**src/logic/ecp_pkg.sv**
```systemverilog
// Constants, register map and carrier types of the event/capture timer
// What this block does
// - Event mode counts on the selected input edge with source 111, else on the prescaled clock
// - Match raises irq, clears counter, keeps counting
// - Match checked on the opposite input edge with source 111, else every cycle
// - Auto-capture copies live count into register B
// - Auto-capture skips zero right after match clear
// - Capture mode counts source clock, edges latch
// - Polarity 0: falling edge latches into B
// - Polarity 0: rising latches A, irq, clears
// - Polarity 1: roles of the two edges swap
// - First edge A-edge: only A, B unchanged
// - Overflow: irq, A loads all ones, clear
// - After overflow capture waits for A read
// - Start bit low stops and clears counter
// - Mode bit: 0 event counter, 1 capture
// - Deep stop clears start bit
package ecp_pkg;
	localparam logic [11:0] ADDR_CTRL  = 12'h000;
	localparam logic [11:0] ADDR_EDGE  = 12'h004;
	localparam logic [11:0] ADDR_CMPA  = 12'h008;
	localparam logic [11:0] ADDR_CAPB  = 12'h00c;
	localparam logic [11:0] ADDR_STAT  = 12'h010;
	localparam logic [11:0] ADDR_COUNT = 12'h014;
	localparam int CTRL_AUTO_CAPTURE_BIT  = 5;
	localparam int CTRL_RUN   = 4;
	localparam int CTRL_MODE  = 3;
	localparam int CTRL_CK_LO = 0;
	localparam logic [7:0] CMPA_RST  = 8'hff;
	localparam logic [7:0] CAPB_RST  = 8'hff;
	localparam logic [7:0] CNT_ALL1  = 8'hff;
	localparam logic [7:0] CNT_ZERO  = 8'h00;
	localparam int DIV_W = 13;
	localparam int IRQ_CYC = 1;

	typedef struct packed {
		logic       auto_capture_bit;
		logic       run;
		logic       mode;
		logic [2:0] src_sel;
	} ecp_ctrl_t;

	typedef struct packed {
		logic rise;
		logic fall;
		logic level;
	} ecp_edge_t;
endpackage

```
**src/logic/ecp_edge_det.sv**
```systemverilog
// Two-stage synchroniser and edge detector for the timer input pin
`timescale 1ns/100ps
module ecp_edge_det (
	// Clock and reset
	input  wire logic          clk_sys,
	input  wire logic          sys_rst,
	// Pin and edges
	input  wire logic          timer_input_pin,
	output ecp_pkg::ecp_edge_t edge_o
);
	logic sync1_q;
	logic sync2_q;
	logic prev_q;

	always_ff @(posedge clk_sys) begin
		if (sys_rst) begin
			sync1_q <= 1'b0;
			sync2_q <= 1'b0;
			prev_q  <= 1'b0;
		end else begin
			sync1_q <= timer_input_pin;
			sync2_q <= sync1_q;
			prev_q  <= sync2_q;
		end
	end

	assign edge_o.rise  = sync2_q & ~prev_q;
	assign edge_o.fall  = ~sync2_q & prev_q;
	assign edge_o.level = sync2_q;
endmodule

```
**src/logic/ecp_timer.sv**
```systemverilog
// 8-bit event counter / pulse capture timer with APB slave
//
// Implementation choices: the register offsets and the APB slave port.
`timescale 1ns/100ps
module ecp_timer #(
	parameter int CNT_W = 8
) (
	// Clock and reset
	input  wire logic             clk_sys,
	input  wire logic             sys_rst,
	// APB slave
	input  wire logic             psel,
	input  wire logic             penable,
	input  wire logic             pwrite,
	input  wire logic [11:0]      paddr,
	input  wire logic [31:0]      pwdata,
	output logic      [31:0]      prdata,
	output logic                  pready,
	output logic                  pslverr,
	// Pins
	input  wire logic             timer_input_pin,
	input  wire logic             deep_stop,
	output logic                  timer_irq
);
	ecp_pkg::ecp_ctrl_t ctrl_q;
	ecp_pkg::ecp_edge_t edg;
	logic             edge_polarity_bit_q;
	logic [CNT_W-1:0] cnt_q;
	logic [CNT_W-1:0] compare_capture_reg_a_q;
	logic [CNT_W-1:0] capture_reg_b_q;
	logic             cap_hold_q;
	logic             first_q;
	logic             match_pend_q;
	logic [ecp_pkg::DIV_W-1:0] div_q;
	logic             tick;
	logic             cnt_edge;
	logic             opp_edge;
	logic             a_edge;
	logic             b_edge;
	logic             wr_en;
	logic             rd_en;
	logic             rd_a;
	logic             ev_irq;
	logic [31:0]      rd_mux;

	// Source clock select: code n gives clk/2^(13-n); 111 is the pin
	function automatic logic src_tick(input logic [2:0] sel,
		input logic [ecp_pkg::DIV_W-1:0] d, input logic pin_edge);
		logic [ecp_pkg::DIV_W-1:0] m;
		m = '0;
		if (sel == 3'h7) begin
			src_tick = pin_edge;
		end else begin
			m = ecp_pkg::DIV_W'((1 << (13 - int'(sel))) - 1);
			src_tick = ((d & m) == m);
		end
	endfunction

	ecp_edge_det u_edge (
		.clk_sys         (clk_sys),
		.sys_rst         (sys_rst),
		.timer_input_pin (timer_input_pin),
		.edge_o          (edg)
	);

	assign wr_en = psel & penable & pwrite;
	assign rd_en = psel & penable & ~pwrite;
	assign rd_a  = rd_en & (paddr == ecp_pkg::ADDR_CMPA);
	// Count edge is rising when polarity is 0
	assign cnt_edge = edge_polarity_bit_q ? edg.fall : edg.rise;
	assign opp_edge = edge_polarity_bit_q ? edg.rise : edg.fall;
	assign a_edge = edge_polarity_bit_q ? edg.fall : edg.rise;
	assign b_edge = edge_polarity_bit_q ? edg.rise : edg.fall;
	assign tick = src_tick(ctrl_q.src_sel, div_q, cnt_edge);

	// Prescaler runs only while started so each start is aligned
	always_ff @(posedge clk_sys) begin
		if (sys_rst || !ctrl_q.run) begin
			div_q <= '0;
		end else begin
			div_q <= div_q + 1'b1;
		end
	end

	// Control register; deep stop forces the start bit low
	always_ff @(posedge clk_sys) begin
		if (sys_rst) begin
			ctrl_q <= '0;
			edge_polarity_bit_q <= 1'b0;
		end else begin
			if (wr_en && paddr == ecp_pkg::ADDR_CTRL) begin
				ctrl_q.auto_capture_bit <= pwdata[ecp_pkg::CTRL_AUTO_CAPTURE_BIT];
				ctrl_q.run  <= pwdata[ecp_pkg::CTRL_RUN];
				ctrl_q.mode <= pwdata[ecp_pkg::CTRL_MODE];
				ctrl_q.src_sel <=
					pwdata[ecp_pkg::CTRL_CK_LO +: 3];
			end
			if (wr_en && paddr == ecp_pkg::ADDR_EDGE) begin
				edge_polarity_bit_q <= pwdata[0];
			end
			if (deep_stop) begin
				ctrl_q.run <= 1'b0;
			end
		end
	end

	// Up-counter, match and capture engine
	always_ff @(posedge clk_sys) begin
		ev_irq <= 1'b0;
		if (sys_rst) begin
			cnt_q <= '0;
			compare_capture_reg_a_q <= ecp_pkg::CMPA_RST;
			capture_reg_b_q <= ecp_pkg::CAPB_RST;
			cap_hold_q <= 1'b0;
			first_q <= 1'b1;
			match_pend_q <= 1'b0;
		end else if (!ctrl_q.run) begin
			cnt_q <= '0;
			first_q <= 1'b1;
			match_pend_q <= 1'b0;
			cap_hold_q <= 1'b0;
			if (wr_en && paddr == ecp_pkg::ADDR_CMPA) begin
				compare_capture_reg_a_q <= pwdata[CNT_W-1:0];
			end
		end else if (!ctrl_q.mode) begin
			if (tick) begin
				cnt_q <= cnt_q + 1'b1;
			end
			// Auto-capture first, so a match in the same cycle wins pend
			if (ctrl_q.auto_capture_bit) begin
				if (match_pend_q && cnt_q == ecp_pkg::CNT_ZERO) begin
					match_pend_q <= match_pend_q;
				end else begin
					capture_reg_b_q <= cnt_q;
					match_pend_q <= 1'b0;
				end
			end
			if (ctrl_q.src_sel == 3'h7) begin
				// Match only evaluated on the opposite edge
				if (opp_edge && cnt_q == compare_capture_reg_a_q) begin
					ev_irq <= 1'b1;
					cnt_q <= '0;
					match_pend_q <= 1'b1;
				end
			end else if (cnt_q == compare_capture_reg_a_q) begin
				ev_irq <= 1'b1;
				cnt_q <= '0;
				match_pend_q <= 1'b1;
			end
		end else begin
			if (rd_a) begin
				cap_hold_q <= 1'b0;
			end
			if (tick) begin
				cnt_q <= cnt_q + 1'b1;
			end
			if (!cap_hold_q) begin
				if (a_edge) begin
					compare_capture_reg_a_q <= cnt_q;
					ev_irq <= 1'b1;
					cnt_q <= '0;
					first_q <= 1'b0;
				end else if (b_edge) begin
					capture_reg_b_q <= cnt_q;
					first_q <= 1'b0;
				end else if (tick && cnt_q == ecp_pkg::CNT_ALL1) begin
					compare_capture_reg_a_q <= ecp_pkg::CNT_ALL1;
					ev_irq <= 1'b1;
					cnt_q <= '0;
					cap_hold_q <= 1'b1;
				end
			end
		end
	end

	// Interrupt as a registered one-cycle pulse
	always_ff @(posedge clk_sys) begin
		if (sys_rst) begin
			timer_irq <= 1'b0;
		end else begin
			timer_irq <= ev_irq;
		end
	end

	always_comb begin
		rd_mux = '0;
		case (paddr)
			ecp_pkg::ADDR_CTRL: begin
				rd_mux[5:0] = {ctrl_q.auto_capture_bit, ctrl_q.run, ctrl_q.mode,
					ctrl_q.src_sel};
			end
			ecp_pkg::ADDR_EDGE:  rd_mux[0] = edge_polarity_bit_q;
			ecp_pkg::ADDR_CMPA:  rd_mux[7:0] = compare_capture_reg_a_q;
			ecp_pkg::ADDR_CAPB:  rd_mux[7:0] = capture_reg_b_q;
			ecp_pkg::ADDR_STAT:  rd_mux[1:0] = {first_q, cap_hold_q};
			ecp_pkg::ADDR_COUNT: rd_mux[7:0] = cnt_q;
			default:             rd_mux = '0;
		endcase
	end

	// APB: no wait state; the reply is registered in the setup cycle, so every output comes from a flop
	always_ff @(posedge clk_sys) begin
		if (sys_rst) begin
			pready  <= 1'b0;
			prdata  <= '0;
			pslverr <= 1'b0;
		end else begin
			pready  <= psel & ~penable;
			prdata  <= rd_mux;
			pslverr <= psel & ~penable & (paddr > ecp_pkg::ADDR_COUNT);
		end
	end

	AST_CNT_CLR_STOP: assert property (@(posedge clk_sys) disable iff (sys_rst)
		!ctrl_q.run |=> cnt_q == '0) else $error("counter not cleared");
	AST_DSTOP: assert property (@(posedge clk_sys) disable iff (sys_rst)
		deep_stop |=> !ctrl_q.run) else $error("deep stop kept run");
	AST_IRQ_PULSE: assert property (@(posedge clk_sys) disable iff (sys_rst)
		ev_irq |=> timer_irq) else $error("irq missing");
	AST_CAP_A: assert property (@(posedge clk_sys) disable iff (sys_rst)
		(ctrl_q.run && ctrl_q.mode && !cap_hold_q && a_edge) |=>
		(compare_capture_reg_a_q == $past(cnt_q) && cnt_q == '0))
		else $error("capture into A wrong");
	AST_OVF_HOLD: assert property (@(posedge clk_sys) disable iff (sys_rst)
		(ctrl_q.run && ctrl_q.mode && !cap_hold_q && !a_edge && !b_edge
		&& tick && cnt_q == ecp_pkg::CNT_ALL1) |=>
		(cap_hold_q && compare_capture_reg_a_q == ecp_pkg::CNT_ALL1))
		else $error("overflow not held");
	AST_AUTO_CAPTURE_BIT_SKIP: assert property (@(posedge clk_sys) disable iff (sys_rst)
		(ctrl_q.run && !ctrl_q.mode && ctrl_q.auto_capture_bit && match_pend_q
		&& cnt_q == ecp_pkg::CNT_ZERO) |=> $stable(capture_reg_b_q))
		else $error("zero after match captured");
endmodule

```
**config.mk**
```make
export PLATFORM = sky130hd
export DESIGN_NAME = ecp_timer
export DESIGN_NICKNAME = d
export VERILOG_FILES = /design/src/logic/ecp_pkg.sv /design/src/logic/ecp_edge_det.sv /design/src/logic/ecp_timer.sv
export SDC_FILE = /design/constraint.sdc
export NUM_CORES = 1
export LEC_CHECK = 0
export ABC_CLOCK_PERIOD_IN_PS = 4000
export BUFFER_PORTS_ARGS = -buffer_cell sky130_fd_sc_hd__buf_2
export CAP_MARGIN = 10
export CORE_AREA = 2 2 65 113
export DETAILED_ROUTE_END_ITERATION = 8
export DIE_AREA = 0 0 67 115
export GPL_ROUTABILITY_DRIVEN = 0
export PLACE_DENSITY = 0.88
export SLEW_MARGIN = 20
export SYNTH_ARGS = -nofsm -noshare
export SYNTH_HDL_FRONTEND = slang
export SYNTH_SLANG_ARGS = --single-unit
```
**constraint.sdc**
```tcl
create_clock -name clk_sys -period 4 [get_ports clk_sys]
set_clock_uncertainty 0.1 [all_clocks]
set_input_delay 0.4 -clock clk_sys [delete_from_list [all_inputs] [get_ports clk_sys]]
set_output_delay 0.4 -clock clk_sys [all_outputs]
set_load 0.01 [all_outputs]
```
# [Word level (Yosys, flattened, before mapping)]
# Index checks and enable logic that the tools add are counted.
[word_totals] register_bits=86 in_bits=51 output_inout_bits=35
[op_classes] n_addsub=4 magnitude_cmp=1 n_eq_ne=17 n_shift=1 mux=49 bitwise_logic=15 n_reduce_logical=18
[ops] cell="8-bit 2-to-1 mux" n=22
[ops] cell="1-bit by 32-bit << shifter with 13-bit output (first input constant)" n=1
[ops] cell="12-bit by 4-bit == test with 1-bit output (second input constant)" n=2
[ops] cell="12-bit by 5-bit == test with 1-bit output (second input constant)" n=2
[ops] cell="1-bit 2-to-1 mux" n=23
[ops] cell="4-bit case mux with 4 select lines" n=1
[ops] cell="13-bit by 1-bit adder with 13-bit output (second input constant)" n=1
[ops] cell="13-bit AND" n=1
[ops] cell="13-bit == test" n=1
[ops] cell="13-bit by 2-bit subtractor with 13-bit output (second input constant)" n=1
[ops] cell="12-bit by 3-bit == test with 1-bit output (second input constant)" n=1
[ops] cell="12-bit by 5-bit greater-than comparator with 1-bit output (second input constant)" n=1
[ops] cell="12-bit zero test" n=1
[ops] cell="2-bit != test (second input constant)" n=5
[ops] cell="8-bit by 1-bit adder with 8-bit output (second input constant)" n=1
[ops] cell="1-bit AND" n=8
[ops] cell="8-bit == test" n=1
[ops] cell="8-bit == test (second input constant)" n=1
[ops] cell="8-bit zero test" n=1
[ops] cell="1-bit logical AND" n=6
[ops] cell="1-bit NOT" n=6
[ops] cell="1-bit case mux with 6 select lines" n=1
[ops] cell="2-bit case mux with 3 select lines" n=1
[ops] cell="6-bit AND reduction" n=1
[ops] cell="other kinds (12)" n=15

# [Logic depth before layout (Yosys ltp)]
[depth] word_depth=13 mapped_depth=15 depth_no_buf=11

# [Cells and area by module]
# From an unflattened synthesis, not the netlist that was laid out.
[unflattened] cells_unflattened=431 area_unflattened_um2=3681.0
[modules_own_cells] mod="ecp_timer" instances=1 cells_per_inst=422 area_per_inst_um2=3582.2 seq_area_each_um2=1181.1
[modules_own_cells] mod="ecp_edge_det" instances=1 cells_per_inst=9 area_per_inst_um2=98.8 seq_area_each_um2=60.1

# [Worst setup path after synthesis]
# Ideal clock, no wire load.
[synth_path] path_kind="reg2reg" from="register ctrl_q[1] in the netlist's numbering" to="register cap_hold_q" setup_ps=71 arrival_time_ps=3162 t_required_ps=3829 path_slack_ps=668 stages_incl_launch_ff=13 path_buffers=2 synth_period_minus_slack_ps=3332 path_cell_list="dfxtp_1 buf_2 inv_1 ha_1 buf_2 nand3_1 ha_1 o221ai_1 a311o_1 or4_4 nor2_2 or4b_1 a21oi_1"
[synth_between] elab_chain_cells=11 elab_cells_between_ends=12 classes_between="2 x add/sub; 2 x eq/ne; 1 x shift; 5 x mux; 1 x bitwise; 1 x reduce/logical"
[synth_rtl] element="start, declared" line_no="ecp_timer.sv:25" text="ecp_pkg::ecp_ctrl_t ctrl_q;"
[synth_rtl] element="4-bit by 3-bit subtractor with 5-bit output" line_no="ecp_timer.sv:54" text="m = ecp_pkg::DIV_W'((1 << (13 - int'(sel))) - 1);"
[synth_rtl] element="1-bit by 32-bit << shifter with 13-bit output" line_no="ecp_timer.sv:54"
[synth_rtl] element="13-bit by 2-bit subtractor with 13-bit output" line_no="ecp_timer.sv:54"
[synth_rtl] element="13-bit AND" line_no="ecp_timer.sv:55" text="src_tick = ((d & m) == m);"
[synth_rtl] element="13-bit == test" line_no="ecp_timer.sv:55"
[synth_rtl] element="1-bit 2-to-1 mux (*)" line_no="ecp_timer.sv:51" text="if (sel == 3'h7) begin"
[synth_rtl] element="1-bit logical AND (*)" line_no="ecp_timer.sv:166" text="end else if (tick && cnt_q == ecp_pkg::CNT_ALL1) begin"
[synth_rtl] element="1-bit 2-to-1 mux (*)" line_no="ecp_timer.sv:166"
[synth_rtl] element="1-bit 2-to-1 mux (*)" line_no="ecp_timer.sv:163" text="end else if (b_edge) begin"
[synth_rtl] element="1-bit 2-to-1 mux (*)" line_no="ecp_timer.sv:158" text="if (a_edge) begin"
[synth_rtl] element="1-bit 2-to-1 mux (*)" line_no="ecp_timer.sv:157" text="if (!cap_hold_q) begin"
[synth_rtl] element="end signal, assigned" line_no="ecp_timer.sv:121" text="cap_hold_q <= 1'b0;"
[synth_rtl] element="end signal, assigned" line_no="ecp_timer.sv:152" text="cap_hold_q <= 1'b0;"
[synth_rtl] element="end signal, assigned" line_no="ecp_timer.sv:170" text="cap_hold_q <= 1'b1;"
[synth_rtl] element="end, declared" line_no="ecp_timer.sv:31" text="logic cap_hold_q;"
# Every way passes the cells marked *; elsewhere a longest branch is shown, timed or not.
# A chain may end at the register's enable or synchronous reset.

# [Worst setup path after layout]
[layout_path] from="register ctrl_q[2] in the netlist's numbering" to="register cnt_q[6]"
[layout_between] elab_chain_cells=12 elab_cells_between_ends=17 classes_between="2 x add/sub; 2 x eq/ne; 1 x shift; 10 x mux; 1 x bitwise; 1 x reduce/logical"
[layout_rtl] element="4-bit by 3-bit subtractor with 5-bit output" line_no="ecp_timer.sv:54"
[layout_rtl] element="1-bit by 32-bit << shifter with 13-bit output" line_no="ecp_timer.sv:54"
[layout_rtl] element="13-bit by 2-bit subtractor with 13-bit output" line_no="ecp_timer.sv:54"
[layout_rtl] element="13-bit AND" line_no="ecp_timer.sv:55"
[layout_rtl] element="13-bit == test" line_no="ecp_timer.sv:55"
[layout_rtl] element="1-bit 2-to-1 mux" line_no="ecp_timer.sv:51"
[layout_rtl] element="8-bit 2-to-1 mux / 1-bit logical AND (equally long branches)" line_no="ecp_timer.sv:126, ecp_timer.sv:154, ecp_timer.sv:166"
[layout_rtl] element="8-bit 2-to-1 mux" line_no="ecp_timer.sv:166"
[layout_rtl] element="8-bit 2-to-1 mux" line_no="ecp_timer.sv:163"
[layout_rtl] element="8-bit 2-to-1 mux" line_no="ecp_timer.sv:158"
[layout_rtl] element="8-bit 2-to-1 mux" line_no="ecp_timer.sv:157"
[layout_rtl] element="8-bit 2-to-1 mux (*)" line_no="ecp_timer.sv:125" text="end else if (!ctrl_q.mode) begin"
[layout_rtl] element="end signal, assigned" line_no="ecp_timer.sv:127" text="cnt_q <= cnt_q + 1'b1;"
[layout_rtl] element="end signal, assigned" line_no="ecp_timer.sv:155" text="cnt_q <= cnt_q + 1'b1;"
[layout_rtl] element="end, declared" line_no="ecp_timer.sv:28" text="logic [CNT_W-1:0] cnt_q;"
# Marks and branches as above.

==> flow_summary.json <==
{
  "multi_input_comb_area_um2": 2080,
  "rsz0062_at_grt": "no",
  "cts_root_buf": "clkbuf_16",
  "rows": 40,
  "power_density_nw_per_um2": 383,
  "post_cts_buffers": 0,
  "synth_ff_type": "dfxtp_1",
  "grt_remaining_overflow": 0,
  "vdd_drop_max_uv": 249,
  "wire_per_inst_um": 16.5,
  "synthArstFlopShare_pct": 0,
  "crit_required_ps": 4180,
  "drv_cap": 0,
  "stdcell_count": 544,
  "hp-class": "input port to register",
  "seqCellArea_um2": 1240,
  "antenna_found_initial": 0,
  "max_freq_ghz": 0.269,
  "dp_cells": 528,
  "yosys_warnings": 0,
  "cts_buffer_depth": 2,
  "drv_slew": 0,
  "grt_usage_pct": 25.1,
  "drtIter0Drc": 284,
  "cts_tree": "built",
  "via_per_inst": 5.88,
  "setup_tns_ps": 0,
  "syn_area_um2": 3550,
  "ys_top_cells_by_area": "dfxtp_1, mux2i_1, nor2_1",
  "first_pass_iters": 9,
  "criticalPathCategory": "register to register",
  "synth_top_cell_area_share_pct": 35.0,
  "dp_hpwl_mm": 6.39,
  "ys_ff_latch": 62,
  "area_growth_pct": 13.4,
  "synth_edf_count": 0,
  "clkTransAtPathRegs_ps": 50,
  "placement.io_buffers": 37,
  "numClockSinks": 62,
  "ys_types": 54,
  "synthMostInstantiatedCell": "dfxtp_1",
  "status": "finished with violations",
  "p_leak_nw": 1.58,
  "die_h_um": 115,
  "fillCellCount": 576,
  "die_w_um": 67,
  "cp.arrival_ps": 3890,
  "yosys.area.top_type": "dfxtp_1",
  "cts_made_buffers": 9,
  "layout.nets": 515,
  "grt_start_max_net_pins": 35,
  "cp-end-kind": "register",
  "grt_pass1_wl_mm": 14.6,
  "drtAntennaViolNets": 0,
  "htree_levels": 3,
  "antenna_cells": 0,
  "dieArea_um2": 7710,
  "first_global_vias": 3161,
  "layout-drive-gt1-share_pct": 15.0,
  "start_util_pct": 52.1,
  "period_minus_slack_ps": 3720,
  "violations": "DRC",
  "synth.avg_cell_area_um2": 8.27,
  "worst_pin_slew_ps": 804,
  "crit_fanout": 12,
  "synth_common_cells": "dfxtp_1, nor2_1, mux2i_1",
  "core_um2": 6810,
  "synth_seq_area_share_pct": 35.0,
  "finalCritPeriodShare_pct": 92.9,
  "vias": 3201,
  "io_pins": 86,
  "finalSetupViolCount": 0,
  "clock_latency_ps": 330,
  "startpoint_type": "register",
  "hold_violations": 0,
  "route.detailed.drc": 2,
  "maxSlewHeadroom_pct": 46.4,
  "wirelength_mm": 9.00,
  "postSynthCellCount": 429
}
## layer usage
layer	wire length (um)	GRT usage [%]	part of all wire (%)	vias up
met4	578	19.0	6.4	0
li1	-	-	-	1509
met1	3130	24.6	35	1485
met3	545	7.05	6.1	51
met5	0	0	0	-
met2	4740	43.0	53	156
## repair_timing
| item | 4_1_cts | 5_1_grt |
|---|---|---|
| hold buffers | 0 | 0 |
| resized for setup | 0 | 3 |
| setup endpoints to repair | 0 | 8 |
## flip-flops by register name, indices dropped and copies added, names as in the netlist, 6 cells and up
signal / flops
div_q: 13
prdata: 8
ctrl_q: 6
capture_reg_b_q: 8
cnt_q: 8
compare_capture_reg_a_q: 8
## placed cells by master (no fill, tap or decap), types with 5 or more instances in the layout
master,instances
nand2_1,25
a21oi_1,16
ha_1,9
xnor2_1,13
nand3_1,24
or3_1,9
o22a_1,12
buf_2,37
a22oi_1,6
nor2_1,54
o21ai_0,17
mux2i_1,27
nand2b_1,5
conb_1,24
xor2_1,7
clkbuf_16,9
and3_1,5
inv_1,12
dfxtp_1,62
nor3_1,8
nand4_1,7
nor2b_1,12
## layout make-up
cell class / count / area share, %
inverters: 13 / 1.21
repair buffers: 41 / 5.35
clock inverters: 3 / 1.62
clock buffers: 13 / 6.72
flip-flops and latches: 62 / 30.8
multi-input cells: 328 / 51.6
well taps: 84 / 2.61
## metrics by stage
stage	setup WS [ps]	cell area [um^2]	utilization (%)	hold slack [ps]	total power [mW]
final	285	4020	59.1	143	1.54
after detailed placement	155	3670	54.0	333	0.693
after CTS	138	4010	58.9	129	1.55
after global routing	23.7	4020	59.1	148	1.58
after floorplan	668	3630	-	314	0.689
after global placement	256	3670	54.0	320	0.691
## worst paths after layout
path                  start  slack (ps)   endpoint  cells after the start
setup / recovery  ctrl_q[2]         280   cnt_q[6]                     11
hold / removal    deep_stop         140  ctrl_q[4]                      2
setup reg to reg  ctrl_q[2]         280   cnt_q[6]                     11
hold reg to reg      ev_irq         330  timer_irq                      1
## power breakdown
group	internal, mW	switching, mW
sequential	0.620	0.000568
clock	0.595	0.267
combinational	0.0219	0.0385
## cell families after synthesis
group | after synthesis | share of synthesized area (%)
buffers and inverters | 62 | 9.27
xor gates and xnor gates | 20 | 4.94
DFF | 62 | 35.0
AOI/OAI and AO/OA | 70 | 13.2
other | 1 | 0.106
and+or+nand+nor | 175 | 25.5
muxes | 30 | 8.89
adders and majority gates | 9 | 3.17
## worst max-delay path, stage by stage (launching register included)
cell	delay (ps)
dfxtp_1	500
inv_1	80
ha_1	490
nand4b_1	200
ha_1	350
nand2b_1	100
a2111oi_0	110
a2111oi_1	460
and2_1	270
a31oi_2	230
or4b_2	690
nand2_1	80
Note: power is estimated with default switching activity, not from simulation.
